### src/design/prn_pkg.sv
// constants for the polled reader network node
//*****************************************************************
//*****************************************************************
package prn_pkg;
   localparam int unsigned   CLK_PERIOD_NS  = 4;
   localparam int unsigned   RSP_TIMEOUT_NS = 2000;
   localparam int unsigned   RSP_TIMEOUT_CYC = RSP_TIMEOUT_NS / CLK_PERIOD_NS;
   localparam logic [4:0]    MASTER_ADDR    = 5'h00;
   localparam logic [4:0]    MAX_SLAVE_ADDR = 5'h1F;
   localparam logic [1:0]    KIND_PROBE     = 2'h0;
   localparam logic [1:0]    KIND_POLL      = 2'h1;
   localparam logic [1:0]    KIND_CONFIG    = 2'h2;
   localparam logic [1:0]    KIND_DATA      = 2'h3;
   localparam logic [7:0]    CHAR_START     = 8'h53;
   localparam logic [7:0]    CHAR_TIMEOUT   = 8'h54;
   localparam logic [7:0]    CHAR_ZERO      = 8'h30;
   localparam logic [7:0]    PROBE_ACK      = 8'h06;
   localparam int unsigned   FIFO_DEPTH     = 16;
   localparam int unsigned   BYTE_W         = 8;
   typedef enum logic [2:0] {ST_IDLE, ST_SEND, ST_WAIT, ST_RECV, ST_REPORT} prn_state_t;
endpackage : prn_pkg

### src/design/prn_node.sv
// polled network node: master probe/poll engine, slave responder, host fifo
//*****************************************************************
// host output fifo
//*****************************************************************
module prn_fifo #(
   parameter int unsigned W = 8,
   parameter int unsigned D = 16
) (
   input  wire logic         core_clk,
   input  wire logic         reset,
   input  wire logic         in_valid,
   output logic              in_ready,
   input  wire logic [W-1:0] in_data,
   output logic              out_valid,
   input  wire logic         out_ready,
   output logic [W-1:0]      out_data
);
   localparam int unsigned AW = $clog2(D);
   logic [W-1:0]  mem_q [D];
   logic [AW-1:0] wr_q;
   logic [AW-1:0] rd_q;
   logic [AW:0]   cnt_q;
   logic          push;
   logic          pop;

   // honest flags straight from the fill count
   assign in_ready  = (cnt_q != (AW+1)'(D));
   assign out_valid = (cnt_q != '0);
   assign out_data  = mem_q[rd_q];
   assign push      = in_valid && in_ready;
   assign pop       = out_valid && out_ready;

   // storage, no reset needed on data
   always_ff @(posedge core_clk)
   begin
      if (push)
      begin
         mem_q[wr_q] <= in_data;
      end
   end

   // pointers and count
   always_ff @(posedge core_clk or posedge reset)
   begin
      if (reset)
      begin
         wr_q  <= '0;
         rd_q  <= '0;
         cnt_q <= '0;
      end
      else
      begin
         if (push)
         begin
            wr_q <= (wr_q == AW'(D-1)) ? '0 : wr_q + 1'b1;
         end
         if (pop)
         begin
            rd_q <= (rd_q == AW'(D-1)) ? '0 : rd_q + 1'b1;
         end
         cnt_q <= cnt_q + (AW+1)'(push) - (AW+1)'(pop);
      end
   end
endmodule : prn_fifo

//*****************************************************************
// node top
//*****************************************************************
module prn_node
   import prn_pkg::*;
(
   input  wire logic        core_clk,
   input  wire logic        reset,
   input  wire logic [4:0]  station_addr,
   input  wire logic [4:0]  last_slave_addr,
   input  wire logic        host_cfg_valid,
   output logic             host_cfg_ready,
   input  wire logic [4:0]  host_cfg_addr,
   input  wire logic [7:0]  host_cfg_data,
   output logic             host_out_valid,
   input  wire logic        host_out_ready,
   output logic [7:0]       host_out_data,
   output logic             net_tx_valid,
   input  wire logic        net_tx_ready,
   output logic [1:0]       net_tx_kind,
   output logic [4:0]       net_tx_addr,
   output logic [7:0]       net_tx_data,
   output logic             net_tx_last,
   input  wire logic        net_rx_valid,
   output logic             net_rx_ready,
   input  wire logic [1:0]  net_rx_kind,
   input  wire logic [4:0]  net_rx_addr,
   input  wire logic [7:0]  net_rx_data,
   input  wire logic        net_rx_last,
   input  wire logic        local_valid,
   output logic             local_ready,
   input  wire logic [7:0]  local_data,
   input  wire logic        local_last,
   output logic             slave_cfg_valid,
   output logic [7:0]       slave_cfg_data,
   output logic             init_done
);
   localparam int unsigned TW = $clog2(RSP_TIMEOUT_CYC + 1);

   // ascii digit of a value below ten
   function automatic logic [7:0] digit(input logic [4:0] v);
      digit = CHAR_ZERO + {3'h0, v};
   endfunction : digit

   prn_state_t  st_q;
   logic        is_slave;
   logic        init_q;
   logic [4:0]  addr_q;
   logic [4:0]  last_eff;
   logic [31:0] alive_q;
   logic [TW-1:0] tmo_q;
   logic [1:0]  rep_idx_q;
   logic [7:0]  rep_char_q;
   logic        fifo_in_valid;
   logic        fifo_in_ready;
   logic [7:0]  fifo_in_data;
   logic        tx_free;
   logic        rsp_beat;
   logic        for_me;
   logic        slave_busy_q;
   logic        slave_probe_q;
   logic [4:0]  next_alive;
   logic        any_alive;

   assign is_slave = (station_addr != MASTER_ADDR);
   // clamp the bound to the largest legal address
   assign last_eff = (last_slave_addr > MAX_SLAVE_ADDR) ? MAX_SLAVE_ADDR : last_slave_addr;
   assign tx_free  = !net_tx_valid || net_tx_ready;
   assign rsp_beat = net_rx_valid && net_rx_ready;
   assign for_me   = net_rx_valid && (net_rx_addr == station_addr) && (net_rx_kind != KIND_DATA);

   // round-robin search for the next slave still alive after addr_q
   always_comb
   begin
      next_alive = addr_q;
      any_alive  = 1'b0;
      for (int i = 1; i <= 31; i++)
      begin
         logic [4:0] a;
         a = 5'(addr_q + 5'(i));
         if (!any_alive && a != MASTER_ADDR && a <= last_eff && alive_q[a])
         begin
            next_alive = a;
            any_alive  = 1'b1;
         end
      end
   end

   // fifo feed: reports in init and on every timeout, reply bytes after init; full fifo stalls the reply
   always_comb
   begin
      fifo_in_valid = 1'b0;
      fifo_in_data  = rep_char_q;
      net_rx_ready  = 1'b0;
      if (!is_slave && st_q == ST_REPORT)
      begin
         fifo_in_valid = 1'b1;
      end
      else if (!is_slave && (st_q == ST_WAIT || st_q == ST_RECV))
      begin
         net_rx_ready  = !init_q || fifo_in_ready;
         fifo_in_valid = net_rx_valid && init_q && net_rx_kind == KIND_DATA && net_rx_addr == addr_q;
         fifo_in_data  = net_rx_data;
      end
      else if (is_slave)
      begin
         net_rx_ready = !slave_busy_q; // prompts ignored while answering
      end
   end

   prn_fifo #(
      .W (BYTE_W),
      .D (FIFO_DEPTH)
   ) u_fifo (
      .core_clk  (core_clk),
      .reset     (reset),
      .in_valid  (fifo_in_valid),
      .in_ready  (fifo_in_ready),
      .in_data   (fifo_in_data),
      .out_valid (host_out_valid),
      .out_ready (host_out_ready),
      .out_data  (host_out_data)
   );

   assign host_cfg_ready = !is_slave && init_q && st_q == ST_IDLE && tx_free;
   assign local_ready    = is_slave && slave_busy_q && !slave_probe_q && tx_free;

   // master sequencer: probe pass, then polling with relayed configuration
   always_ff @(posedge core_clk or posedge reset)
   begin
      if (reset)
      begin
         st_q       <= ST_SEND;
         init_q     <= 1'b0;
         addr_q     <= 5'h01;
         alive_q    <= '1;
         tmo_q      <= '0;
         rep_idx_q  <= '0;
         rep_char_q <= '0;
      end
      else if (!is_slave)
      begin
         unique case (st_q)
            ST_IDLE:
            begin
               if (host_cfg_valid && host_cfg_ready)
               begin
                  addr_q <= host_cfg_addr;
                  st_q   <= ST_WAIT;
                  tmo_q  <= TW'(RSP_TIMEOUT_CYC);
               end
               else if (any_alive && tx_free)
               begin
                  addr_q <= next_alive;
                  st_q   <= ST_SEND;
               end
            end
            ST_SEND:
            begin
               if (!init_q && (addr_q > last_eff || addr_q == MASTER_ADDR))
               begin
                  init_q <= 1'b1; // probe pass over
                  st_q   <= ST_IDLE;
               end
               else if (tx_free)
               begin
                  st_q  <= ST_WAIT;
                  tmo_q <= TW'(RSP_TIMEOUT_CYC);
               end
            end
            ST_WAIT:
            begin
               if (rsp_beat && net_rx_addr == addr_q && net_rx_kind == KIND_DATA)
               begin
                  st_q <= net_rx_last ? (init_q ? ST_IDLE : ST_REPORT) : ST_RECV;
                  rep_char_q <= digit(5'(addr_q / 5'd10));
                  rep_idx_q  <= '0;
               end
               else if (net_rx_valid && net_rx_addr == addr_q && net_rx_kind == KIND_DATA)
               begin
                  tmo_q <= tmo_q; // reply has begun, only a full fifo holds it back
               end
               else if (tmo_q == '0)
               begin
                  alive_q[addr_q] <= 1'b0;
                  rep_char_q <= digit(5'(addr_q / 5'd10));
                  rep_idx_q  <= '0;
                  st_q       <= ST_REPORT;
               end
               else
               begin
                  tmo_q <= tmo_q - 1'b1;
               end
            end
            ST_RECV:
            begin
               // once a reply has started the timer no longer applies
               if (rsp_beat && net_rx_last)
               begin
                  st_q <= init_q ? ST_IDLE : ST_REPORT;
               end
            end
            ST_REPORT:
            begin
               if (fifo_in_ready)
               begin
                  rep_idx_q <= rep_idx_q + 1'b1;
                  unique case (rep_idx_q)
                     2'd0:    rep_char_q <= digit(5'(addr_q % 5'd10));
                     2'd1:    rep_char_q <= alive_q[addr_q] ? CHAR_START : CHAR_TIMEOUT;
                     default: rep_char_q <= rep_char_q;
                  endcase
                  if (rep_idx_q == 2'd2)
                  begin
                     st_q   <= init_q ? ST_IDLE : ST_SEND;
                     addr_q <= init_q ? addr_q : 5'(addr_q + 1'b1);
                  end
               end
            end
            default: st_q <= ST_IDLE;
         endcase
      end
   end

   // slave prompt tracking: answer only after a probe or poll for our address
   always_ff @(posedge core_clk or posedge reset)
   begin
      if (reset)
      begin
         slave_busy_q  <= 1'b0;
         slave_probe_q <= 1'b0;
      end
      else if (is_slave)
      begin
         if (!slave_busy_q && for_me && net_rx_kind != KIND_CONFIG)
         begin
            slave_busy_q  <= 1'b1;
            slave_probe_q <= (net_rx_kind == KIND_PROBE);
         end
         else if (slave_busy_q && tx_free && (slave_probe_q || (local_valid && local_last)))
         begin
            slave_busy_q  <= 1'b0;
            slave_probe_q <= 1'b0;
         end
      end
   end

   // slave configuration receive
   always_ff @(posedge core_clk or posedge reset)
   begin
      if (reset)
      begin
         slave_cfg_valid <= 1'b0;
         slave_cfg_data  <= '0;
      end
      else
      begin
         slave_cfg_valid <= is_slave && for_me && net_rx_ready && net_rx_kind == KIND_CONFIG;
         if (is_slave && for_me && net_rx_ready && net_rx_kind == KIND_CONFIG)
         begin
            slave_cfg_data <= net_rx_data;
         end
      end
   end

   // shared transmit register for both roles
   always_ff @(posedge core_clk or posedge reset)
   begin
      if (reset)
      begin
         net_tx_valid <= 1'b0;
         net_tx_kind  <= KIND_PROBE;
         net_tx_addr  <= '0;
         net_tx_data  <= '0;
         net_tx_last  <= 1'b0;
      end
      else if (tx_free)
      begin
         net_tx_valid <= 1'b0;
         if (is_slave && slave_busy_q && (slave_probe_q || local_valid))
         begin
            net_tx_valid <= 1'b1;
            net_tx_kind  <= KIND_DATA;
            net_tx_addr  <= station_addr;
            net_tx_data  <= slave_probe_q ? PROBE_ACK : local_data;
            net_tx_last  <= slave_probe_q || local_last;
         end
         else if (!is_slave && st_q == ST_SEND && !(!init_q && (addr_q > last_eff || addr_q == MASTER_ADDR)))
         begin
            net_tx_valid <= 1'b1;
            net_tx_kind  <= init_q ? KIND_POLL : KIND_PROBE;
            net_tx_addr  <= addr_q;
            net_tx_data  <= '0;
            net_tx_last  <= 1'b1;
         end
         else if (host_cfg_valid && host_cfg_ready)
         begin
            net_tx_valid <= 1'b1;
            net_tx_kind  <= KIND_CONFIG;
            net_tx_addr  <= host_cfg_addr;
            net_tx_data  <= host_cfg_data;
            net_tx_last  <= 1'b1;
         end
      end
   end

   assign init_done = init_q;
endmodule : prn_node

### config.mk
export PLATFORM = sky130hd
export DESIGN_NAME = prn_node
export DESIGN_NICKNAME = d
export VERILOG_FILES = /design/src/design/prn_pkg.sv /design/src/design/prn_node.sv
export SDC_FILE = /design/constraint.sdc
export NUM_CORES = 1
export LEC_CHECK = 0
export BUFFER_PORTS_ARGS = -buffer_cell sky130_fd_sc_hd__buf_2
export CAP_MARGIN = 20
export CORE_MARGIN = 2
export CORE_UTILIZATION = 56
export CTS_BUF_LIST = sky130_fd_sc_hd__clkbuf_2
export DETAILED_ROUTE_END_ITERATION = 6
export PLACE_DENSITY = 0.86
export SETUP_SLACK_MARGIN = 0.2
export SKIP_CTS_REPAIR_TIMING = 1
export SLEW_MARGIN = 40
export SYNTH_ARGS = -nofsm -noshare
export SYNTH_HDL_FRONTEND = slang
export SYNTH_SLANG_ARGS = --single-unit
### constraint.sdc
create_clock -name core_clk -period 5.2 [get_ports core_clk]
set_input_delay 0 -clock core_clk [delete_from_list [all_inputs] [get_ports core_clk]]
set_output_delay 0 -clock core_clk [all_outputs]
set_load 0.05 [all_outputs]
## After elaboration in Yosys (flattened, before gate mapping)

Memories as Yosys holds them, arrays and structs flattened.
Index checks and enable logic that the tools add are counted.

| storage, ports and cells | value |
|---|---|
| input bits | 55 |
| bits in writable memories | 128 |
| word-level logic and storage cells | 585 |
| memories | 1 |
| output and inout bits | 39 |
| register bits | 101 |

| cells by class | value |
|---|---|
| mux-type cells | 199 |
| $add $sub $neg | 39 |
| eq/ne operators | 31 |
| reduce and logical (&&, ||, !) cells | 223 |
| div/mod/pow operators | 2 |
| magnitude comparators | 66 |
| bitwise gates (word level) | 5 |

Memory list:

| memory | words | width | rd ports | clocked after Yosys merged registers in | wr ports | line | RTL |
|---|---|---|---|---|---|---|---|
| u_fifo.mem_q | 16 | 8 | 1 | 0 | 1 | prn_node.sv:19 | `logic [W-1:0] mem_q [D];` |

Operator list:

| operator | number |
|---|---|
| $mux 5 | 40 |
| $lt 5x6->1 const B | 32 |
| $reduce_bool 5->1 | 33 |
| $bmux 1 s5 | 32 |
| $le 5x5->1 | 31 |
| $logic_and 1x1->1 | 128 |
| $mux 1 | 82 |
| $add 5x5->5 const B | 16 |
| $mux 8 | 10 |
| $mux 9 | 6 |
| $add 5x4->5 const B | 8 |
| $mux 3 | 13 |
| $logic_not 1->1 | 36 |
| $ne 33x32->1 const B | 1 |
| $and 32x32->32 | 1 |
| $not 32->32 | 1 |
| $pmux 8 s2 | 2 |
| $pmux 9 s3 | 1 |
| $add 5x3->5 const B | 4 |
| $ne 2x2->1 const B | 9 |
| $reduce_and 8->1 | 2 |
| $pmux 3 s5 | 1 |
| $add 6x5->7 const A | 2 |
| $mux 2 | 7 |
| 40 further kinds | 67 |

## Depth between registers and ports, before layout

| depth | value |
|---|---|
| depth after elaboration | 160 |
| mapped depth | 24 |
| depth with buffers taken out | 18 |

## Modules after synthesis

A second synthesis with hierarchy kept.

| unflattened totals | value |
|---|---|
| cell total of the unflattened synthesis | 1,685 |
| area, all modules | 16,930.0 µm² |

Modules (own cells, without submodules):

| module | seq. area each (µm²) | area each (µm²) | times used | cells an instance |
|---|---|---|---|---|
| prn_node | 2,219.6 | 11,071.9 | 1 | 1,357 |
| prn_fifo | 4,169.0 | 5,858.1 | 1 | 328 |

## Least setup slack after synthesis

Ideal clock, no wire load.

| path | value |
|---|---|
| path type | reg2reg |
| start | register addr_q[1] |
| end | register addr_q[2] |
| period minus slack after synthesis | 5,561 ps |
| cell stages (with the launch flop) | 20 |
| slack | -361 ps |
| required time | 5,073 ps |
| buffers on the path | 6 |
| arrival time | 5,433 ps |
| cell sequence | dfrtp_1 clkbuf_1 buf_2 inv_1 buf_1 ha_1 buf_4 buf_4 mux4_2 mux2_2 and3_1 o41a_1 buf_2 nor4_1 nand4_4 a311o_1 a31oi_2 inv_2 a21oi_2 mux2_1 |

| between the ends | value |
|---|---|
| word-level cells in the longest chain between the ends | 158 |
| elaborated cells between the ends (all ways) | 349 |

Ends and longest elaborated chain:

| element | line | RTL |
|---|---|---|
| from (decl) | prn_node.sv:113 | `logic [4:0] addr_q;` |
| from (signal assigned) | prn_node.sv:213 | `addr_q <= host_cfg_addr;` |
| from (signal assigned) | prn_node.sv:219 | `addr_q <= next_alive;` |
| from (signal assigned) | prn_node.sv:281 | `addr_q <= init_q ? addr_q : 5'(addr_q + 1'b1);` |
| $add 5x1->5 | prn_node.sv:145, prn_node.sv:281 |  |
| $bmux 1 s5 (tied with other cells) | prn_node.sv:146 | `if (!any_alive && a != MASTER_ADDR && a <= last_eff && alive_q[a])` |
| $mux 1 (not written as such) or $logic_and 1x1->1 (tied branches) | prn_node.sv:146 |  |
| $logic_and 1x1->1 | prn_node.sv:146 |  |
| $mux 1 | prn_node.sv:146 |  |
| $logic_not 1->1 | prn_node.sv:146 |  |
| $logic_and 1x1->1 (3 in series) | prn_node.sv:146 |  |
| $mux 1 | prn_node.sv:146 |  |
| (+136 left out) | n/a |  |
| $logic_and 1x1->1 (3 in series) | prn_node.sv:146 |  |
| $mux 1 | prn_node.sv:146 |  |
| $logic_not 1->1 | prn_node.sv:146 |  |
| $logic_and 1x1->1 (3 in series) | prn_node.sv:146 |  |
| $mux 1 or $mux 5 (tied branches) | prn_node.sv:146 |  |
| $logic_and 1x1->1 or $mux 5 (tied branches) | prn_node.sv:217 | `else if (any_alive && tx_free)` |
| $ne 3x1->1 (no line) or $mux 5 (tied branches) | n/a |  |
| $reduce_and 7->1 (no line) or $pmux 5 s2 (tied branches) | n/a |  |

Parallel ways exist; a longest one is shown, timed or not. The select of a mux whose other input is x is not followed.
A chain may end at the register's enable or synchronous reset.

## Worst setup path after layout

| path | value |
|---|---|
| start | register addr_q[0] |
| end | register addr_q[3] |

The elaborated chain is that of the path after synthesis.

==> summary.txt <==
Synthesis
  • Syn avg cell area: 9.928 um^2
  • Synthesized Nets: 1894
  • Synth area leader: edfxtp_1
  • Register bit total from synthesis: roughly 230
  • Sequential area share after synthesis: 36.92%
  • Library cells used by synthesis: between 90 and 100
  • Yosys Warn Count: 0
  • EDFF count, synth: 128
  • Syn Inst Count: 1743
  • Synth top area share: around 22%
  • Fraction of registers with async set/reset: a little over two fifths
  • Synthesized cell area: 17300 um^2
  • Prevailing post-synth register cell: edfxtp_1
  • Count leader, synth: nand2_1
  • Synth top area cells: edfxtp_1 22%, dfrtp_1 9.5%, mux4_2 7.2%
  • Top post-synthesis cells by count: 189 x nand2_1, 128 x edfxtp_1, 123 x nor2_1

Route
  • Vias per Instance: 6.939
  • 1st-iter DRT viols: 2423
  • Antenna Violating Nets Remaining: 0
  • Routed vias: 17280
  • DR WL/cell: 27.17 um
  • DRC violations left: 0
  • Router iterations before antenna repair: 6
  • Routed wire length: 67.64 mm

Finish
  • Layout Nets: approximately 2200
  • Filler cells: between 2000 and 2500
  • Utilization after layout: between 60% and 70%
  • Reg area: 6396 um^2
  • Area delta synth->final: 19.87%
  • Area occupied by multi-input gates: 10540 um^2
  • Layout cell share with drive strength beyond 1: 24.24%
  • Cell area after layout: around 21000 um^2

CTS
  • H-tree depth: 2
  • CTS buffer count: 56
  • Clock Path Buffers: 3
  • Clk root buf: clkbuf_2
  • Clk Latency, worst-skew pair: 0.90 ns
  • CTS tree: yes
  • CTS sink cnt: 228
  • Clk pin slew, worst setup/hold paths: between 0.1 and 0.15 ns

Timing
  • Final Hold Viols: 0
  • Unrepaired setup endpoints after global routing: false
  • Slew HR: 44.90%
  • Worst-Margin Slew: 0.8265 ns
  • Final setup TNS: 0 ns
  • Max Fclk: 0.2026 GHz
  • Part of the cycle the worst path needs: 94.94%
  • Final Max Tran Viols: 0
  • Clock skew: approximately 0.12 ns
  • Finish-stage setup viols: 0
  • Fin crit period: 4.937 ns

Setup path
  • R2R Setup Slk: 0.26 ns
  • WP data required: between 5 and 6 ns
  • Critical path data arrival time: about 5.6 ns
  • Start of the worst register-to-register path: addr_q[0]
  • Critical path endpoint category: flop
  • Top cell by count, worst path: mux2i_1
  • CP cell instances: inv_6 > ha_4 > buf_4 > mux4_2 > mux2i_1 > mux2i_1 > mux2_2 > and2_1 > nor3_1 > o311ai_0 > o2111a_1 > o31a_1 > o211ai_1 > nand3_1
  • Setup CP Type: reg -> reg
  • Crit path max fanout: 8
  • Critical Path Max Stage Delay: ~0.7 ns
  • CP Launch Type: flop
  • CP Launch Point: addr_q[0]
  • Critical path's slowest cell: dfstp_4

Floorplanning
  • Chip Width: 179.8 um
  • Floorplan row count: 64
  • IO Pins: 94
  • Die area: 32320 um^2
  • Core region area: 30510 um^2
  • Initial core utilization: roughly 57%
  • Chip height: 179.8 um

Placement
  • Final GP Congestion: 1.077
  • DP Area: 18910 um^2
  • Port bufs: 93
  • Post-DP HPWL: 49.28 mm

Run status
  • Status: complete, no violations

Power and ir drop
  • Leakage: 8.566 nW
  • PwrDens: 687.2 nW/um^2
  • Max IR drop VDD: 330.5 uV
  • Tot Pwr: 0.01425 W

Global route
  • First-pass GRT wire length: 95.18 mm
  • All-Layer GR Usage: 38.36%
  • Vias in the first global route: 15720
  • Pin count of the biggest net entering global routing: 76
  • Grt total ovfl: 0
  • Initial antenna violation count: 3

Job
  • Max_cap viols: 0

Hold path
  • Worst min-delay path startpoint: host_out_ready
  • Worst Hold Class: in -> reg
metal layers:
metal	global-route usage [%]	routed length [um]	up-vias
met4	13.76	3354	0
met3	8.266	8124	262
met1	53.79	25830	8280
li1	-	-	7378
met5	0	0	-
met2	59.11	30330	1358
registers in the layout, summed over array words and instances (netlist names), 2 cells and up:
| register | cells |
|---|---|
| net_tx_data | 8 |
| slave_cfg_data | 8 |
| net_tx_addr | 5 |
| rep_idx_q | 2 |
| tmo_q | 9 |
| net_tx_kind | 2 |
| rep_char_q | 7 |
| u_fifo.cnt_q | 5 |
| st_q | 3 |
| u_fifo.rd_q | 4 |
| u_fifo.mem_q | 128 |
| addr_q | 5 |
| alive_q | 32 |
| u_fifo.wr_q | 4 |
logic make-up after synthesis:
group,Yosys count,share of synthesized area (%)
buffers and inverters,148,3.630
AND/OR/NAND/NOR,574,16.23
AO/OA/AOI/OAI,511,20.26
flip-flops,228,36.92
adder cells (fa/ha/maj),98,7.101
multiplexers,145,13.85
XOR/XNOR,39,2.017
critical path, delay by kind of cell, from the launching register on:
family,cells,cell delay (ns)
flip-flops,1,0.70
multiplexers,4,1.47
buffers and inverters,2,0.18
adder cells (fa/ha/maj),1,0.34
AND/OR/NAND/NOR,3,0.85
AO/OA/AOI/OAI,4,1.24
power by group:
group          leakage [nW]  total, W  internal, W  switching [W]
Combinational          5.77    0.0105      0.00392        0.00655
Sequential             2.40   0.00254      0.00220       0.000340
Clock                 0.394   0.00124     0.000477       0.000767
Total                  8.57    0.0143      0.00660        0.00766
per-stage QoR:
| step | setup WS (ns) | instances | hold slack, ns |
|---|---|---|---|
| 4_1_cts | 0.06912 | 2375 | -0.6961 |
| 5_1_grt | 0.1759 | 2489 | 0.04189 |
| 6_report | 0.2631 | 2490 | 0.06923 |
| 3_3_place_gp | 0.005179 | 2272 | 0.2196 |
| 3_5_place_dp | 0.09745 | 2272 | 0.2266 |
| 2_1_floorplan | 0.1412 | 1743 | 0.1041 |
placed cells by master, fill, tap and decap left out, drive strengths merged, types with 19 or more instances in the layout:
master / netlist / routed
buf: 27 / 235
nand2: 189 / 189
edfxtp: 128 / 128
nor2: 123 / 123
a21oi: 104 / 104
ha: 95 / 95
o21ai: 95 / 95
dlygate4sd3: 0 / 88
clkbuf: 51 / 81
mux4: 69 / 69
dfrtp: 66 / 66
inv: 65 / 66
mux2i: 53 / 53
nand3: 50 / 50
o21a: 45 / 45
nor3: 43 / 43
and2: 35 / 35
xnor2: 35 / 35
dfstp: 34 / 34
clkinv: 5 / 25
o31ai: 24 / 24
a22oi: 23 / 23
mux2: 23 / 23
o211ai: 21 / 21
nand4: 19 / 19
a31oi: 19 / 19
layout make-up:
| type | instances | share of cell area, % |
|---|---|---|
| clock inverter | 23 | 0.6394 |
| clock buffer | 80 | 1.930 |
| multi-input combinational | 1367 | 50.80 |
| antenna | 2 | 0.02413 |
| sequential | 228 | 30.84 |
| tap | 396 | 2.389 |
| inverter | 70 | 1.303 |
| timing repair buffer | 324 | 12.08 |
final timing paths:
check / to / cells past startpoint
setup / recovery: addr_q[3] / 14
hold / removal: u_fifo.rd_q[0] / 4
setup reg to reg: addr_q[3] / 14
hold reg to reg: alive_q[26] / 1
max in group asynchronous: addr_q[2] / 5
min in group asynchronous: alive_q[15] / 4
Power figures use the tool's default switching activity.
